$ cat config.mk
export PLATFORM = sky130hd
export DESIGN_NAME = mode_control_set_clear_bank
export DESIGN_NICKNAME = d
export VERILOG_FILES = /design/src/hw/mode_pkg.sv /design/src/hw/set_clear_bit.sv /design/src/hw/test_word_path.sv /design/src/hw/mode_control_set_clear_bank.sv
export SDC_FILE = /design/constraint.sdc
export NUM_CORES = 1
export LEC_CHECK = 0
export ABC_AREA = 1
export BUFFER_PORTS_ARGS = -buffer_cell sky130_fd_sc_hd__buf_2
export CORE_ASPECT_RATIO = 0.6
export CORE_MARGIN = 2
export CORE_UTILIZATION = 50
export CTS_CLUSTER_SIZE = 30
export DETAILED_ROUTE_END_ITERATION = 10
export PLACE_DENSITY = 0.78
export SKIP_LAST_GASP = 1
export SLEW_MARGIN = 5
export SYNTH_ARGS = -nofsm -noshare
export SYNTH_HDL_FRONTEND = slang
export SYNTH_SLANG_ARGS = --single-unit
$ cat constraint.sdc
create_clock -name mclk_in -period 8.91 [get_ports mclk_in]
set_clock_uncertainty 0.05 [all_clocks]
set_input_delay 1.782 -clock mclk_in [delete_from_list [all_inputs] [get_ports mclk_in]]
set_output_delay 1.782 -clock mclk_in [all_outputs]
set_load 0.05 [all_outputs]
$ cat src/hw/mode_pkg.sv
// mode control bank constants: offsets, bit positions, reset values
// assumes a 16-bit register port with byte addresses as printed
package mode_pkg;
    localparam logic [15:0] SET_OFS = 16'h1032;
    localparam logic [15:0] CLEAR_OFS = 16'h1034;
    localparam logic [15:0] TEST_ADDR_OFS = 16'h1036;
    localparam logic [15:0] TEST_UPPER_OFS = 16'h1038;
    localparam logic [15:0] TEST_LOWER_OFS = 16'h103a;
    localparam int MEM_TEST_BIT = 0;
    localparam int OFFLINE_BIT = 1;
    localparam int CLEAR_DATA_BIT = 2;
    localparam int OVER_RANGE_BIT = 3;
    localparam int LOW_THRESH_BIT = 4;
    localparam int VALID_CTRL_BIT = 5;
    localparam int ACQUISITION_TEST_BIT = 6;
    localparam int SLIDE_ON_BIT = 7;
    localparam int THRESH_RES_BIT = 8;
    localparam int START_STOP_BIT = 10;
    localparam int AUTOADV_BIT = 11;
    localparam int BLANK_FRAME_BIT = 12;
    localparam int SLIDE_SUB_BIT = 13;
    localparam int COUNT_ALL_BIT = 14;
    localparam logic [15:0] MODE_RESET = 16'h4880;
    localparam logic [15:0] MODE_WRITABLE = 16'h7dff;
    localparam int ADDR_W = 11;
endpackage

$ cat src/hw/set_clear_bit.sv
// one mode bit with write-one-to-set and write-one-to-clear strobes
// assumes synchronous strobes on mclk_in
`timescale 1ns/1ps
module set_clear_bit #(
    parameter logic RESET_VAL = 1'b0
) (
    input wire logic mclk_in,
    input wire logic rst_in,
    input wire logic set_in,
    input wire logic clear_in,
    output logic bit_out
);
    logic bit_q;
    logic bit_d;
    always_comb begin
        bit_d = bit_q;
        if (set_in) begin
            bit_d = 1'b1;
        end else if (clear_in) begin
            bit_d = 1'b0;
        end
    end
    always_ff @(posedge mclk_in or posedge rst_in) begin
        if (rst_in) begin
            bit_q <= RESET_VAL;
        end else begin
            bit_q <= bit_d;
        end
    end
    assign bit_out = bit_q;
endmodule // set_clear_bit

$ cat src/hw/test_word_path.sv
// memory-test write path: address, held upper half, commit on lower half
// assumes decoded one-cycle write strobes
`timescale 1ns/1ps
module test_word_path #(
    parameter int ADDR_W = 11
) (
    input wire logic mclk_in,
    input wire logic rst_in,
    input wire logic mem_test_in,
    input wire logic addr_wr_in,
    input wire logic upper_wr_in,
    input wire logic lower_wr_in,
    input wire logic [15:0] wdata_in,
    output logic mem_we_out,
    output logic [ADDR_W-1:0] mem_addr_out,
    output logic [31:0] mem_data_out
);
    logic [ADDR_W-1:0] addr_q, addr_d;
    logic [15:0] upper_q, upper_d;
    logic we_q, we_d;
    logic [31:0] data_q, data_d;
    always_comb begin
        addr_d = addr_q;
        upper_d = upper_q;
        we_d = 1'b0;
        data_d = data_q;
        if (addr_wr_in) begin
            addr_d = wdata_in[ADDR_W-1:0];
        end
        if (upper_wr_in) begin
            upper_d = wdata_in;
        end
        if (lower_wr_in && mem_test_in) begin
            we_d = 1'b1;
            data_d = {upper_q, wdata_in};
        end
    end
    always_ff @(posedge mclk_in or posedge rst_in) begin
        if (rst_in) begin
            addr_q <= '0;
            upper_q <= 16'h0000;
            we_q <= 1'b0;
            data_q <= 32'h0000_0000;
        end else begin
            addr_q <= addr_d;
            upper_q <= upper_d;
            we_q <= we_d;
            data_q <= data_d;
        end
    end
    assign mem_we_out = we_q;
    assign mem_addr_out = addr_q;
    assign mem_data_out = data_q;
endmodule // test_word_path

$ cat src/hw/mode_control_set_clear_bank.sv
// operation-mode register with set/clear ports and memory-test write path
// assumes a synchronous 16-bit register port; one-cycle wr/rd strobes
//
// Summary of operation
// writing ones to set port sets those mode bits; zeros do nothing
// reading set port returns all mode bits
// writing ones to clear port clears those bits; same layout as set port
// data-reset request is bit 2, cleared by writing 0x4 to clear port
// software keeps reserved bits unchanged
// bit 0 selects memory test; when one host writes output memory
// converter-halt bit one takes conversion controller offline
// data-reset bit one clears data, pointers, event counter, peaks
// overflow-check-disable one stores every conversion, else non-overflow only
// zero-suppression-disable one stores all data, else above threshold
// common stop: validity-check-disable zero stores only valid data
// acquisition-test bit one fills buffer from test-event FIFO
// sliding scale on by default; off drives stored constant
// threshold-resolution bit selects threshold times 16 or times 2
// timing reference: zero common start, one common stop
// auto-advance one advances read pointer on readout, else on increment writes
// blank framing one writes header and end-of-block for empty events
// sliding-subtract disable one bypasses subtraction, testing only
// count-all-triggers one counts every trigger, else accepted only
// upper half held; lower-half write commits 32-bit word at test address
// software writes mode, address, upper half, then lower half
// software keeps test read and write addresses different
// read-pointer auto-advance at bit 11
// count-all-triggers at bit 14
// acquisition-test select at bit 6
// reset loads documented defaults and clears test registers
`timescale 1ns/1ps
module mode_control_set_clear_bank #(
    parameter int ADDR_W = mode_pkg::ADDR_W
) (
    input wire logic mclk_in,
    input wire logic rst_in,
    input wire logic [15:0] addr_in,
    input wire logic wr_in,
    input wire logic rd_in,
    input wire logic [15:0] wdata_in,
    output logic [15:0] rdata_out,
    output logic rvalid_out,
    output logic mem_test_out,
    output logic converter_halt_out,
    output logic data_reset_out,
    output logic store_overflowed_out,
    output logic store_below_threshold_out,
    output logic store_invalid_out,
    output logic acquisition_test_select_out,
    output logic sliding_scale_on_out,
    output logic threshold_resolution_select_out,
    output logic common_stop_out,
    output logic read_pointer_autoadvance_out,
    output logic blank_event_framing_out,
    output logic sliding_subtract_off_out,
    output logic count_all_triggers_out,
    output logic test_mem_we_out,
    output logic [ADDR_W-1:0] test_mem_addr_out,
    output logic [31:0] test_mem_data_out
);
    logic set_hit, clear_hit, addr_hit, upper_hit, lower_hit;
    logic [15:0] mode;
    logic [15:0] set_mask, clear_mask;
    logic [15:0] rdata_q, rdata_d;
    logic rvalid_q, rvalid_d;

    // one write strobe per access; unmapped addresses raise none
    always_comb begin
        set_hit = 1'b0;
        clear_hit = 1'b0;
        addr_hit = 1'b0;
        upper_hit = 1'b0;
        lower_hit = 1'b0;
        if (addr_in == mode_pkg::SET_OFS) begin
            set_hit = wr_in;
        end else if (addr_in == mode_pkg::CLEAR_OFS) begin
            clear_hit = wr_in;
        end else if (addr_in == mode_pkg::TEST_ADDR_OFS) begin
            addr_hit = wr_in;
        end else if (addr_in == mode_pkg::TEST_UPPER_OFS) begin
            upper_hit = wr_in;
        end else if (addr_in == mode_pkg::TEST_LOWER_OFS) begin
            lower_hit = wr_in;
        end
    end

    // writes to reserved positions are dropped, so they always read zero
    always_comb begin
        set_mask = 16'h0000;
        clear_mask = 16'h0000;
        if (set_hit) begin
            set_mask = wdata_in & mode_pkg::MODE_WRITABLE;
        end
        if (clear_hit) begin
            clear_mask = wdata_in & mode_pkg::MODE_WRITABLE;
        end
    end

    // reserved positions 9 and 15 have no storage
    assign mode[9] = 1'b0;
    assign mode[15] = 1'b0;

    // test and data-reset controls
    set_clear_bit #(
        .RESET_VAL(mode_pkg::MODE_RESET[mode_pkg::MEM_TEST_BIT])
    ) u_mem_test (
        .mclk_in(mclk_in),
        .rst_in(rst_in),
        .set_in(set_mask[mode_pkg::MEM_TEST_BIT]),
        .clear_in(clear_mask[mode_pkg::MEM_TEST_BIT]),
        .bit_out(mode[mode_pkg::MEM_TEST_BIT])
    );

    set_clear_bit #(
        .RESET_VAL(mode_pkg::MODE_RESET[mode_pkg::OFFLINE_BIT])
    ) u_converter_halt (
        .mclk_in(mclk_in),
        .rst_in(rst_in),
        .set_in(set_mask[mode_pkg::OFFLINE_BIT]),
        .clear_in(clear_mask[mode_pkg::OFFLINE_BIT]),
        .bit_out(mode[mode_pkg::OFFLINE_BIT])
    );

    set_clear_bit #(
        .RESET_VAL(mode_pkg::MODE_RESET[mode_pkg::CLEAR_DATA_BIT])
    ) u_data_reset (
        .mclk_in(mclk_in),
        .rst_in(rst_in),
        .set_in(set_mask[mode_pkg::CLEAR_DATA_BIT]),
        .clear_in(clear_mask[mode_pkg::CLEAR_DATA_BIT]),
        .bit_out(mode[mode_pkg::CLEAR_DATA_BIT])
    );

    // storage filters
    set_clear_bit #(
        .RESET_VAL(mode_pkg::MODE_RESET[mode_pkg::OVER_RANGE_BIT])
    ) u_overflow_check_off (
        .mclk_in(mclk_in),
        .rst_in(rst_in),
        .set_in(set_mask[mode_pkg::OVER_RANGE_BIT]),
        .clear_in(clear_mask[mode_pkg::OVER_RANGE_BIT]),
        .bit_out(mode[mode_pkg::OVER_RANGE_BIT])
    );

    set_clear_bit #(
        .RESET_VAL(mode_pkg::MODE_RESET[mode_pkg::LOW_THRESH_BIT])
    ) u_threshold_check_off (
        .mclk_in(mclk_in),
        .rst_in(rst_in),
        .set_in(set_mask[mode_pkg::LOW_THRESH_BIT]),
        .clear_in(clear_mask[mode_pkg::LOW_THRESH_BIT]),
        .bit_out(mode[mode_pkg::LOW_THRESH_BIT])
    );

    set_clear_bit #(
        .RESET_VAL(mode_pkg::MODE_RESET[mode_pkg::VALID_CTRL_BIT])
    ) u_validity_check_off (
        .mclk_in(mclk_in),
        .rst_in(rst_in),
        .set_in(set_mask[mode_pkg::VALID_CTRL_BIT]),
        .clear_in(clear_mask[mode_pkg::VALID_CTRL_BIT]),
        .bit_out(mode[mode_pkg::VALID_CTRL_BIT])
    );

    set_clear_bit #(
        .RESET_VAL(mode_pkg::MODE_RESET[mode_pkg::ACQUISITION_TEST_BIT])
    ) u_acquisition_test (
        .mclk_in(mclk_in),
        .rst_in(rst_in),
        .set_in(set_mask[mode_pkg::ACQUISITION_TEST_BIT]),
        .clear_in(clear_mask[mode_pkg::ACQUISITION_TEST_BIT]),
        .bit_out(mode[mode_pkg::ACQUISITION_TEST_BIT])
    );

    // conversion and timing controls
    set_clear_bit #(
        .RESET_VAL(mode_pkg::MODE_RESET[mode_pkg::SLIDE_ON_BIT])
    ) u_sliding_scale (
        .mclk_in(mclk_in),
        .rst_in(rst_in),
        .set_in(set_mask[mode_pkg::SLIDE_ON_BIT]),
        .clear_in(clear_mask[mode_pkg::SLIDE_ON_BIT]),
        .bit_out(mode[mode_pkg::SLIDE_ON_BIT])
    );

    set_clear_bit #(
        .RESET_VAL(mode_pkg::MODE_RESET[mode_pkg::THRESH_RES_BIT])
    ) u_threshold_resolution (
        .mclk_in(mclk_in),
        .rst_in(rst_in),
        .set_in(set_mask[mode_pkg::THRESH_RES_BIT]),
        .clear_in(clear_mask[mode_pkg::THRESH_RES_BIT]),
        .bit_out(mode[mode_pkg::THRESH_RES_BIT])
    );

    set_clear_bit #(
        .RESET_VAL(mode_pkg::MODE_RESET[mode_pkg::START_STOP_BIT])
    ) u_common_stop (
        .mclk_in(mclk_in),
        .rst_in(rst_in),
        .set_in(set_mask[mode_pkg::START_STOP_BIT]),
        .clear_in(clear_mask[mode_pkg::START_STOP_BIT]),
        .bit_out(mode[mode_pkg::START_STOP_BIT])
    );

    // readout and counting controls
    set_clear_bit #(
        .RESET_VAL(mode_pkg::MODE_RESET[mode_pkg::AUTOADV_BIT])
    ) u_autoadvance (
        .mclk_in(mclk_in),
        .rst_in(rst_in),
        .set_in(set_mask[mode_pkg::AUTOADV_BIT]),
        .clear_in(clear_mask[mode_pkg::AUTOADV_BIT]),
        .bit_out(mode[mode_pkg::AUTOADV_BIT])
    );

    set_clear_bit #(
        .RESET_VAL(mode_pkg::MODE_RESET[mode_pkg::BLANK_FRAME_BIT])
    ) u_blank_framing (
        .mclk_in(mclk_in),
        .rst_in(rst_in),
        .set_in(set_mask[mode_pkg::BLANK_FRAME_BIT]),
        .clear_in(clear_mask[mode_pkg::BLANK_FRAME_BIT]),
        .bit_out(mode[mode_pkg::BLANK_FRAME_BIT])
    );

    set_clear_bit #(
        .RESET_VAL(mode_pkg::MODE_RESET[mode_pkg::SLIDE_SUB_BIT])
    ) u_subtract_off (
        .mclk_in(mclk_in),
        .rst_in(rst_in),
        .set_in(set_mask[mode_pkg::SLIDE_SUB_BIT]),
        .clear_in(clear_mask[mode_pkg::SLIDE_SUB_BIT]),
        .bit_out(mode[mode_pkg::SLIDE_SUB_BIT])
    );

    set_clear_bit #(
        .RESET_VAL(mode_pkg::MODE_RESET[mode_pkg::COUNT_ALL_BIT])
    ) u_count_all (
        .mclk_in(mclk_in),
        .rst_in(rst_in),
        .set_in(set_mask[mode_pkg::COUNT_ALL_BIT]),
        .clear_in(clear_mask[mode_pkg::COUNT_ALL_BIT]),
        .bit_out(mode[mode_pkg::COUNT_ALL_BIT])
    );

    always_comb begin
        rdata_d = rdata_q;
        rvalid_d = 1'b0;
        // only the set port reads back; every other address returns zero
        if (rd_in) begin
            rvalid_d = 1'b1;
            rdata_d = 16'h0000;
            if (addr_in == mode_pkg::SET_OFS) begin
                rdata_d = mode;
            end
        end
    end
    always_ff @(posedge mclk_in or posedge rst_in) begin
        if (rst_in) begin
            rdata_q <= 16'h0000;
            rvalid_q <= 1'b0;
        end else begin
            rdata_q <= rdata_d;
            rvalid_q <= rvalid_d;
        end
    end
    assign rdata_out = rdata_q;
    assign rvalid_out = rvalid_q;

    assign mem_test_out = mode[mode_pkg::MEM_TEST_BIT];
    assign converter_halt_out = mode[mode_pkg::OFFLINE_BIT];
    assign data_reset_out = mode[mode_pkg::CLEAR_DATA_BIT];
    assign store_overflowed_out = mode[mode_pkg::OVER_RANGE_BIT];
    assign store_below_threshold_out = mode[mode_pkg::LOW_THRESH_BIT];
    // validity check only applies in common stop mode
    assign store_invalid_out = mode[mode_pkg::VALID_CTRL_BIT]
        || !mode[mode_pkg::START_STOP_BIT];
    assign acquisition_test_select_out = mode[mode_pkg::ACQUISITION_TEST_BIT];
    assign sliding_scale_on_out = mode[mode_pkg::SLIDE_ON_BIT];
    assign threshold_resolution_select_out = mode[mode_pkg::THRESH_RES_BIT];
    assign common_stop_out = mode[mode_pkg::START_STOP_BIT];
    assign read_pointer_autoadvance_out = mode[mode_pkg::AUTOADV_BIT];
    assign blank_event_framing_out = mode[mode_pkg::BLANK_FRAME_BIT];
    assign sliding_subtract_off_out = mode[mode_pkg::SLIDE_SUB_BIT];
    assign count_all_triggers_out = mode[mode_pkg::COUNT_ALL_BIT];

    test_word_path #(
        .ADDR_W(ADDR_W)
    ) u_test (
        .mclk_in(mclk_in),
        .rst_in(rst_in),
        .mem_test_in(mode[mode_pkg::MEM_TEST_BIT]),
        .addr_wr_in(addr_hit),
        .upper_wr_in(upper_hit),
        .lower_wr_in(lower_hit),
        .wdata_in(wdata_in),
        .mem_we_out(test_mem_we_out),
        .mem_addr_out(test_mem_addr_out),
        .mem_data_out(test_mem_data_out)
    );
endmodule // mode_control_set_clear_bank

After elaboration in Yosys (flattened, before gate mapping)
Index checks and enable logic that the tools add are counted.
Storage, ports and cells
  flip-flop bits (word level): 91
  input bits: 36
  output and inout port bits: 75
  logic and storage cells: 90
Operators by class
  eq/ne operators: 5
  muxes and demuxes: 48
  reductions and logical operators: 17
Operators with widths (number)
  == test 16 x 13 -> 1 bit (second input constant): 5
  two-way mux 1 bit: 45
  two-way mux 15 bit: 3
  nonzero test 2 bit: 14
  logical AND 1 bit: 1
  zero test 1 bit: 1
  logical OR 1 bit: 1

Longest topological paths before layout
Gate-level depths: netlist of run 1.
  word-level depth: 8
  mapped depth: 9
  gate-level depth less buffers: 8

By module
A second synthesis of run 1 with hierarchy kept.
Unflattened totals
  cells, all modules: 495
  area total of the unflattened synthesis: 4229.1 µm²
Modules (own cells, without submodules)
  test_word_path: times used 1, cells an instance 256, area an instance 2499.9 µm²
  mode_control_set_clear_bank: times used 1, cells an instance 155, area an instance 1112.3 µm²
  set_clear_bit (u_acquisition_test ...): times used 11, cells an instance 6, area an instance 43.8 µm²
  set_clear_bit (u_autoadvance ...): times used 3, cells an instance 6, area an instance 45.0 µm²

Least setup slack after synthesis of run 1
OpenSTA, ideal clock, no wires.
  path kind: register to output
  start: reg u_common_stop.bit_q (netlist: u_common_stop.bit_out)
  end: out store_invalid_out
  arrival time: 1.056 ns
  required time: 7.078 ns
  slack: 6.022 ns
  stages on the path, launching flop included: 2
  cells stage by stage: dfrtp_1 nand2_1
Between the ends
  word-level cells in the longest chain between the ends: 2
Ends and longest elaborated chain
  start, declared: RTL line set_clear_bit.sv:13  | logic bit_q;
  start signal, assigned: RTL line set_clear_bit.sv:27  | bit_q <= bit_d;
  zero test 1 bit: RTL line mode_control_set_clear_bank.sv:278  | || !mode[mode_pkg::START_STOP_BIT];
  logical OR 1 bit: RTL line mode_control_set_clear_bank.sv:278
  end, declared: RTL line mode_control_set_clear_bank.sv:48  | output logic store_invalid_out,
Every way passes these cells.

Worst setup path after layout of run 1
  start: in addr_in[9]
  end: reg u_test.upper_q[3]
Between the ends
  word-level cells in the longest chain between the ends: 5
Ends and longest elaborated chain
  start, declared: RTL line mode_control_set_clear_bank.sv:37  | input wire logic [15:0] addr_in,
  == test 16 x 13 -> 1 bit: RTL line mode_control_set_clear_bank.sv:80  | end else if (addr_in == mode_pkg::TEST_UPPER_OFS) begin
  two-way mux 1 bit: RTL line mode_control_set_clear_bank.sv:80
  two-way mux 1 bit: RTL line mode_control_set_clear_bank.sv:78  | end else if (addr_in == mode_pkg::TEST_ADDR_OFS) begin
  two-way mux 1 bit: RTL line mode_control_set_clear_bank.sv:76  | end else if (addr_in == mode_pkg::CLEAR_OFS) begin
  two-way mux 1 bit (*): RTL line mode_control_set_clear_bank.sv:74  | if (addr_in == mode_pkg::SET_OFS) begin
  end signal, assigned: RTL line test_word_path.sv:46  | upper_q <= upper_d;
  end, declared: RTL line test_word_path.sv:19  | logic [15:0] upper_q, upper_d;
Every way passes the cells marked *; elsewhere a longest branch is shown, timed or not.
A chain may end at the register's enable or synchronous reset.

==> results.md, run 1 <==
* I/O Buffers at 108
* Global-route wire length before repair at 13700 um
* Register bit total from synthesis at 89
* DR WL/cell at 13.6 um
* Final instance area at 0.00453 sq mm
* CTS root buffer: clkbuf_16
* Postcts setup bufs at 0
* Core box area at 0.00724 sq mm
* Cell variety after synth at 22
* CP max stage delay at 0.92 ns
* Crit end category: flip-flop
* DR iter-0 viols at approximately 210
* Crit path required time at 9.07 ns
* M3 GR Usage at 0.0608
* Clock Sinks at a little under 90
* Ys Warns at 0
* Crit path launch type: input pin
* Max Fanout on Critical Path at 43
* Die W at 115 um
* Critical Setup Path Class: input pin to flip-flop
* Placed inst area at around 0.0042 sq mm
* Initial antenna violation count at 0
* Number of diodes at 0
* Remaining DRCs at 0
* Final hold vios at 0
* Synthesis-to-finish area growth at 21.7%
* Post-cts sizing count at 0
* GR Util met2 at 0.309
* H-Tree Depth at 3
* Reg2Reg Setup Slack at roughly 7.2 ns
* CP cell instances: buf_2, nor2_1, nand2_1, nor2_4, nand3_1, o21ai_0
* Worst vdd ir at between 80 and 90 uV
* Clk slew on worst S/H paths at roughly 0.060 ns
* Setup TNS at 0 ns
* Met1 Usage GRT at 0.322
* Syn Area/Cell at 9.03 sq um
* RR Endpoint: u_test.mem_data_out[18]
* Pwr dens at between 150 and 200 mW/mm^2
* Starting Density at 0.514
* Layout cell share with drive strength beyond 1 at 0.272
* Setup violations, final at 0
* Status: finished, final reports clean
* GRT overflow at 0
* Number of nets in the layout at between 500 and 600
* Area of the multi-input gates at 0.00120 sq mm
* Post-synthesis sequential area ratio at 0.600
* FMAX at 245 MHz
* Max Slew Vio Count at 0
* ANT nets after route at 0
* R2R cell count at 8
* Die ar. at 0.00817 sq mm
* Vias in the first global route at ~2900
* GRT Total Usage at 0.215
* Hold Crit Depth at 2
* Slowest CP cell: nand3_1
* Vias at just over 3000
* Mapped Cells at roughly 410
* Hpwl dp at approximately 5900 um
* Core Rows at 24
* Worst hold path type: flip-flop to flip-flop
* Pin count of the biggest net entering global routing at 90
* Max cap viols at 0
* Worst slew pin tran at 1.11 ns
* Max_slew headroom at 0.263
* Synthesized cell area at 0.00372 sq mm
* Register area at 0.00223 sq mm
* Die Ht at 70.8 um
* CP arrival at 4.23 ns
* Worst-Skew Late Latency at about 0.33 ns
* Hold path start: u_test.mem_data_out[20]
* DRT Wirelength at 8370 um
* CTS tree: done
* I/O pin count at 111
* Tot Pwr at 0.789 mW
* Final GP Congestion at 0.844
* Grt peak-use layer: met1
* CTS hold repair buffers at 0
* Leakage at 2.50 nW
* CTS buffer count at 9
* RSZ-0062 raised after global routing: false
* DR pass1 iterations at 4
* Hold Path Sink: u_test.mem_data_out[20]
* Clock buffer depth at 2
* Worst r2r src: u_mem_test.bit_out
* Period utilization at 0.457
* Via density at approximately 5
* Layout fillers at 614
* Min Tclk post-route at 4.07 ns
## power breakdown
part           switching (mW)  internal (mW)  total [mW]
clock                   0.156          0.197       0.353
sequential          0.0000854          0.404       0.404
combinational          0.0245        0.00751      0.0320
## cells in the mapped netlist
cell,count,area (sq um)
o22ai_1,14,87.6
buf_1,1,3.75
nor2_2,1,6.26
nand4_1,39,244
conb_1,1,3.75
inv_2,1,3.75
dfstp_2,3,78.8
nand3_2,1,10.0
nand2_1,152,571
dfrtp_1,86,2150
o21ai_0,22,110
nor2_4,2,22.5
inv_1,35,131
clkbuf_1,6,22.5
buf_2,13,65.1
nand3_1,4,20.0
o21ai_2,4,35.0
nor2_1,12,45.0
buf_4,5,37.5
o21ai_1,6,30.0
nand3b_1,1,7.51
buf_6,3,33.8
## cells in the final DEF (no fill, tap or decap), types with 6 or more instances in the layout
cell type    n
o21ai_1      6
buf_2      108
nand4_1     39
nand2_1    152
o21ai_0     22
o22ai_1     14
nor2_1      12
dfrtp_1     86
inv_1       34
clkbuf_16    9
## per-stage QoR
stage / hold WS (ns) / setup WS [ns] / cells / utilization
after floorplan: 0.392 / 4.78 / 413 / -
after global placement: 0.402 / 4.77 / 599 / 0.587
after detailed placement: 0.410 / 4.50 / 599 / 0.587
after CTS: 0.427 / 4.83 / 615 / 0.626
after global routing: 0.448 / 4.42 / 615 / 0.626
final: 0.424 / 4.84 / 615 / 0.626
## final cells by class
cell class	count	share of cell area
multi-input cells	260	0.264
clock buffers	10	0.0528
flip-flops and latches	89	0.493
repair buffers	110	0.123
inverters	36	0.0301
clock inverters	6	0.00884
well taps	104	0.0287
## worst max-delay path by stage
stage,start,end,slack [ns],cells after the start
floorplan,rst_in,rdata_out[0],4.78,1
finish,addr_in[9],u_test.upper_q[3],4.84,6
global placement,addr_in[9],u_test.upper_q[11],4.77,6
global route,addr_in[9],u_test.upper_q[3],4.42,6
CTS,addr_in[9],u_test.upper_q[3],4.83,6
detailed placement,addr_in[9],u_test.upper_q[0],4.50,6
## kinds of logic (layout without fill, tap and decap cells)
kind of cell	Yosys count	count (layout)	share of synthesized area
and+or+nand+nor	212	212	0.249
DFF	89	89	0.600
buffers and inverters	64	162	0.0800
AOI/OAI and AO/OA	46	46	0.0706
other	1	2	0.00101
## registers in the layout, indices dropped and copies added (netlist names)
| register | count |
|---|---|
| u_data_reset.bit_out | 1 |
| u_test.mem_data_out | 32 |
| u_subtract_off.bit_out | 1 |
| u_converter_halt.bit_out | 1 |
| u_overflow_check_off.bit_out | 1 |
| u_acquisition_test.bit_out | 1 |
| u_threshold_resolution.bit_out | 1 |
| u_test.mem_addr_out | 11 |
| rdata_out | 14 |
| u_count_all.bit_out | 1 |
| u_blank_framing.bit_out | 1 |
| u_test.mem_we_out | 1 |
| u_autoadvance.bit_out | 1 |
| u_validity_check_off.bit_out | 1 |
| u_test.upper_q | 16 |
| u_common_stop.bit_out | 1 |
| u_threshold_check_off.bit_out | 1 |
| rvalid_out | 1 |
| u_sliding_scale.bit_out | 1 |
| u_mem_test.bit_out | 1 |
## layer usage
metal / vias up / part of all wire
met5: - / 0
met1: 1451 / 0.47
met2: 103 / 0.44
met4: 0 / 0.0075
met3: 5 / 0.078
li1: 1521 / -
## critical path, delay by kind of cell
family,cells,cell delay [ns]
buffers and inverters,1,0.10
and+or+nand+nor,4,1.83
AOI/OAI and AO/OA,1,0.51
(Power assumes the default switching activity.)
==> inputs of run 2 (changes only) <==
Settings changed: CORE_UTILIZATION 50 to 46, PLACE_DENSITY 0.78 to 0.75.
Clock period 8.91 ns to 3.7 ns, I/O delays scaled along.
==> run 2 against run 1 <==
Clock-buffer cell count fell by 1. Die area rose by 8.3%. Final cell count rose by 1.5%. Clock power rose by 140%. Non-clock buffer count rose by 5. Critical endpoint is now u_test.mem_data_out[28]. Largest cell class unchanged.
==> results.md, run 2 (synthesis results as in run 1) <==
* Status: finished, final reports clean
* Hpwl dp at 6140 um
* Final GP Congestion at 0.792
* Synthesis-to-finish area growth at 22.9%
* H-Tree Depth at 3
* Worst-Skew Late Latency at 0.34 ns
* Max Slew Vio Count at 0
* Hold_ws at 0.422 ns
* Met1 Usage GRT at 0.296
* CP cell instances: buf_2, buf_4, nand2_1, nand3b_1, nor2_1, nand2_1, buf_4, inv_2, nand2_1, nand2_1
* CP arrival at 2.32 ns
* Leakage at 2.52 nW
* M3 GR Usage at 0.0668
* Worst vdd ir at 236 uV
* Crit path launch type: input pin
* DR WL/cell at about 14 um
* CTS root buffer: clkbuf_16
* Most common cell after layout, fill and taps aside: nand2_1
* Commonest non-fill, non-tap cells in the layout: 152 x nand2_1, 108 x buf_2, 86 x dfrtp_1, 39 x nand4_1, 34 x inv_1
* GRT overflow at 0
* Number of diodes at 0
* DRT Wirelength at 8630 um
* Clock Sinks at 89
* Crit path required time at just under 4 ns
* Max cap viols at 0
* DR iter-0 viols at between 200 and 300
* Max Fanout on Critical Path at 49
* Largest register FFs at 32
* Core box area at 0.00785 sq mm
* GR Util met2 at 0.297
* Final hold vios at 0
* CTS buffer count at 9
* FMAX at 478 MHz
* Via density at 5.09
* CP max stage delay at 0.36 ns
* Starting Density at 0.474
* Setup TNS at 0 ns
* Remaining DRCs at 0
* Worst hold path type: flip-flop to flip-flop
* Worst slew pin tran at roughly 0.75 ns
* Clk slew on worst S/H paths at 0.06 ns
* Die ar. at 0.00885 sq mm
* Slowest CP cell: buf_4
* Buf+Inv Stages, Crit Path at 4
* I/O pin count at between 100 and 150
* CTS tree: done
* Pwr dens at ~420 mW/mm^2
* GRT Total Usage at 0.207
* Delay-heaviest family, CP: buffers and inverters
* Placed inst area at 0.00429 sq mm
* Min Tclk post-route at 2.09 ns
* Initial antenna violation count at 0
* RSZ-0062 raised after global routing: false
* Layout cell share with drive strength beyond 1 at 0.279
* Global-route wire length before repair at 13900 um
* Post-cts sizing count at 0
* Critical path's most frequent cell: nand2_1
* Vias at about 3200
* Die Ht at 73.7 um
* Pin count of the biggest net entering global routing at 50
* Period utilization at 0.566
* DR pass1 iterations at 5
* Final Util at 0.582
* Tot Pwr at ~1.9 mW
* Max_slew headroom at 0.498
* Vias in the first global route at 2819
* ANT nets after route at 0
* Final instance area at between 0.004 and 0.005 sq mm
* Grt peak-use layer: met2
* Setup violations, final at 0
* Critical Setup Path Class: input pin to flip-flop
* Crit end category: flip-flop
* Number of nets in the layout at 547
* Postcts setup bufs at 0
* Core Rows at 25
* I/O Buffers at 108
* CTS hold repair buffers at 0
* Clock buffer depth at 2
* Die W at 120 um
[run 2: final cells by class]
class,instances,area [sq um]
Fill cell,720,3280
Sequential cell,89,2230
Inverter,36,136
Clock inverter,7,55.1
Clock buffer,9,225
Timing Repair Buffer,115,593
Tap cell,108,135
Multi-Input combinational cell,260,1200
[run 2: path summary, 6_finish.rpt]
check / cells past startpoint / slack (ns) / start / to
max in group asynchronous: 3 / 2.25 / rst_in / u_count_all.bit_out
min in group asynchronous: 2 / 0.45 / rst_in / u_test.mem_addr_out[7]
setup / recovery: 10 / 1.61 / wr_in / u_test.mem_data_out[28]
hold / removal: 2 / 0.42 / u_test.upper_q[3] / u_test.mem_data_out[19]
hold reg to reg: 2 / 0.42 / u_test.upper_q[3] / u_test.mem_data_out[19]
setup reg to reg: 8 / 2.02 / u_mem_test.bit_out / u_test.mem_data_out[28]
[run 2: metrics by stage]
stage	instances	worst slack, ns
4_1_cts	624	1.62
2_1_floorplan	413	0.608
6_report	624	1.61
3_5_place_dp	608	1.27
5_1_grt	624	1.43
3_3_place_gp	608	1.34
[run 2: per-layer routing]
| metal | up-vias | routed length [um] |
|---|---|---|
| met5 | - | 0 |
| met4 | 0 | 126 |
| met3 | 11 | 760 |
| met2 | 137 | 3680 |
| met1 | 1500 | 4070 |
| li1 | 1529 | - |
[run 2: report_power, final]
part	leakage (nW)	total, mW	internal, mW	switching, mW
registers	1.23	0.974	0.974	0.000231
clock network	0.132	0.855	0.461	0.395
logic	1.15	0.0804	0.0196	0.0608
total	2.52	1.91	1.45	0.456
[run 2: worst min-delay path: stages, from the launching register on]
cell and delay [ns]:
dfrtp_1 0.34, nand2_1 0.05, nand2_1 0.04
==> inputs of run 3 (changes only) <==
Clock period 3.7 ns to 1.71 ns, I/O delays scaled along.
==> run 3 against run 2 <==
Non-clock buffer count rose by 8. Via count fell by 0.72%. Core utilization rose by 2.1 points. Global-route usage fell by 0.31 points. Sequential power rose by 120%. Sequential share of layout area fell by 1.7 points. Clock-buffer cell count rose by 2. Critical path type is now flip-flop to output pin. Highest routed layer is now met5.
==> results.md, run 3 (synthesis results as in run 1) <==
* Layout fillers at 718
* Register area at 0.00223 sq mm
* Status: finished, final reports clean
* Pwr dens at between 900 and 1000 mW/mm^2
* Via density at 4.99
* DR iter-0 viols at 297
* Met3 Wirelength at 593 um
* Combinational share of power at 0.043
* FMAX at about 650 MHz
* Remaining DRCs at 0
* CP cell instances: buf_2
* Worst vdd ir at 491 uV
* Buf+Inv Stages, Crit Path at 1
* Synthesis-to-finish area growth at 27.3%
* DRT Wirelength at between 8000 and 9000 um
* Max Fanout on Critical Path at 3
* RSZ-0062 raised after global routing: false
* Clock Sinks at roughly 90
* GRT overflow at 0
* P_int at ~3.4 mW
* Vias at 3154
* ANT nets after route at 0
* Most common cell after layout, fill and taps aside: nand2_1
* Final GP Congestion at ~0.80
* Clk slew on worst S/H paths at 0.06 ns
* Die Ht at between 70 and 80 um
* Crit path required time at 1.32 ns
* Commonest non-fill, non-tap cells in the layout: 152 x nand2_1, 108 x buf_2, 86 x dfrtp_1, 39 x nand4_1, 34 x inv_1
* Initial antenna violation count at 1
* Global-route wire length before repair at 14100 um
* Critical Setup Path Class: flip-flop to output pin
* Worst hold path type: input pin to flip-flop
* Setup TNS at 0 ns
* CP arrival at ~1.1 ns
* Clock buffer depth at 2
* Worst-Skew Late Latency at approximately 0.33 ns
* Layout Cells excl Fill at 632
* Number of diodes at 0
* Switching Share at 0.218
* Leakage at 2.59 nW
* Crit path launch type: flip-flop
* Period utilization at 0.895
* CTS root buffer: clkbuf_16
* DR WL/cell at about 14 um
* CTS buffer count at 9
* Die ar. at 0.00885 sq mm
* Starting Density at 0.474
* Delay-heaviest family, CP: flip-flops
* Max cap viols at 0
* Top routing layer in use: met5
* Final Util at 0.603
* Die W at 120 um
* Switch Pwr at 0.940 mW
* Max Slew Vio Count at 0
* GRT Total Usage at 0.204
* Final hold vios at 0
* Core box area at 0.00785 sq mm
* CP max stage delay at 0.55 ns
* Pin count of the biggest net entering global routing at 46
* Met2 wire len at 3980 um
* Setup violations, final at 0
* Cells after DPL at 615
* Slowest CP cell: dfstp_2
* CTS tree: done
* DR pass1 iterations at 4
* Vias in the first global route at 2948
* Min Tclk post-route at 1.53 ns
* H-Tree Depth at 3
* Area of the multi-input gates at 0.00120 sq mm
* Largest register FFs at 32
* Layout cell share with drive strength beyond 1 at 0.288
* Core Rows at 25
* Crit end category: output pin
* Clock power frac at 0.469
* I/O pin count at 111
* I/O Buffers at 108
* Hpwl dp at 6480 um
* Part of the power in registers at 0.488
* WL met1 at 4160 um
* Number of nets in the layout at 555
run 3: changes by cell type in the layout (fill, tap and decap cells not counted), sizes merged:
| cell | previous run | this run |
|---|---|---|
| dlygate4sd3 | 0 | 1 |
| buf | 115 | 122 |
| clkinv | 4 | 3 |
| inv | 37 | 35 |
| clkbuf | 9 | 11 |
| bufinv | 0 | 1 |
run 3: final timing paths:
path,slack [ns],startpoint,endpoint,depth (start not counted)
worst max-delay path,0.18,u_autoadvance.bit_out,read_pointer_autoadvance_out,1
worst min-delay path,0.22,wdata_in[11],u_autoadvance.bit_out,3
worst max register to register,0.26,u_mem_test.bit_out,u_test.mem_data_out[7],7
worst min register to register,0.42,u_test.upper_q[6],u_test.mem_data_out[22],2
max in group asynchronous,0.62,rst_in,u_sliding_scale.bit_out,4
min in group asynchronous,0.43,rst_in,u_test.mem_data_out[18],3
run 3: what timing repair did:
| item | in CTS | in global routing |
|---|---|---|
| hold buffers | 1 | 0 |
| buffers inserted | 0 | 0 |
| gates resized for setup | 0 | 0 |
| hold endpoints to repair | 7 | 0 |
run 3: cell type report:
cell class                      instances  area share
Clock buffer                           11      0.0534
Clock inverter                          5      0.0135
Inverter                               36      0.0293
Multi-Input combinational cell        260       0.253
Sequential cell                        89       0.471
Tap cell                              108      0.0285
Timing Repair Buffer                  123       0.152
run 3: through the flow:
| stage | hold slack (ns) | cell area (sq um) | setup slack, ns | total power [mW] |
|---|---|---|---|---|
| after floorplan | 0.323 | 3730 | 0.110 | 2.24 |
| after global placement | 0.241 | 4410 | 0.0720 | 2.33 |
| after detailed placement | 0.244 | 4410 | -0.0141 | 2.33 |
| after CTS | 0.218 | 4740 | 0.170 | 4.36 |
| after global routing | 0.226 | 4740 | 0.100 | 4.46 |
| final | 0.221 | 4740 | 0.179 | 4.32 |
run 3: power by group through the flow:
stage | logic [mW] | registers, mW | clock network [mW]
after floorplan | 0.0913 | 2.15 | 0
after global placement | 0.179 | 2.15 | 0
after detailed placement | 0.186 | 2.15 | 0
after CTS | 0.188 | 2.11 | 2.06
after global routing | 0.207 | 2.11 | 2.15
final | 0.184 | 2.11 | 2.03
run 3: per-layer routing:
layer / track usage / vias to the layer above
li1: - / 1540
met1: 0.287 / 1509
met2: 0.318 / 94
met3: 0.0598 / 9
met4: 0.0431 / 2
met5: 0 / -
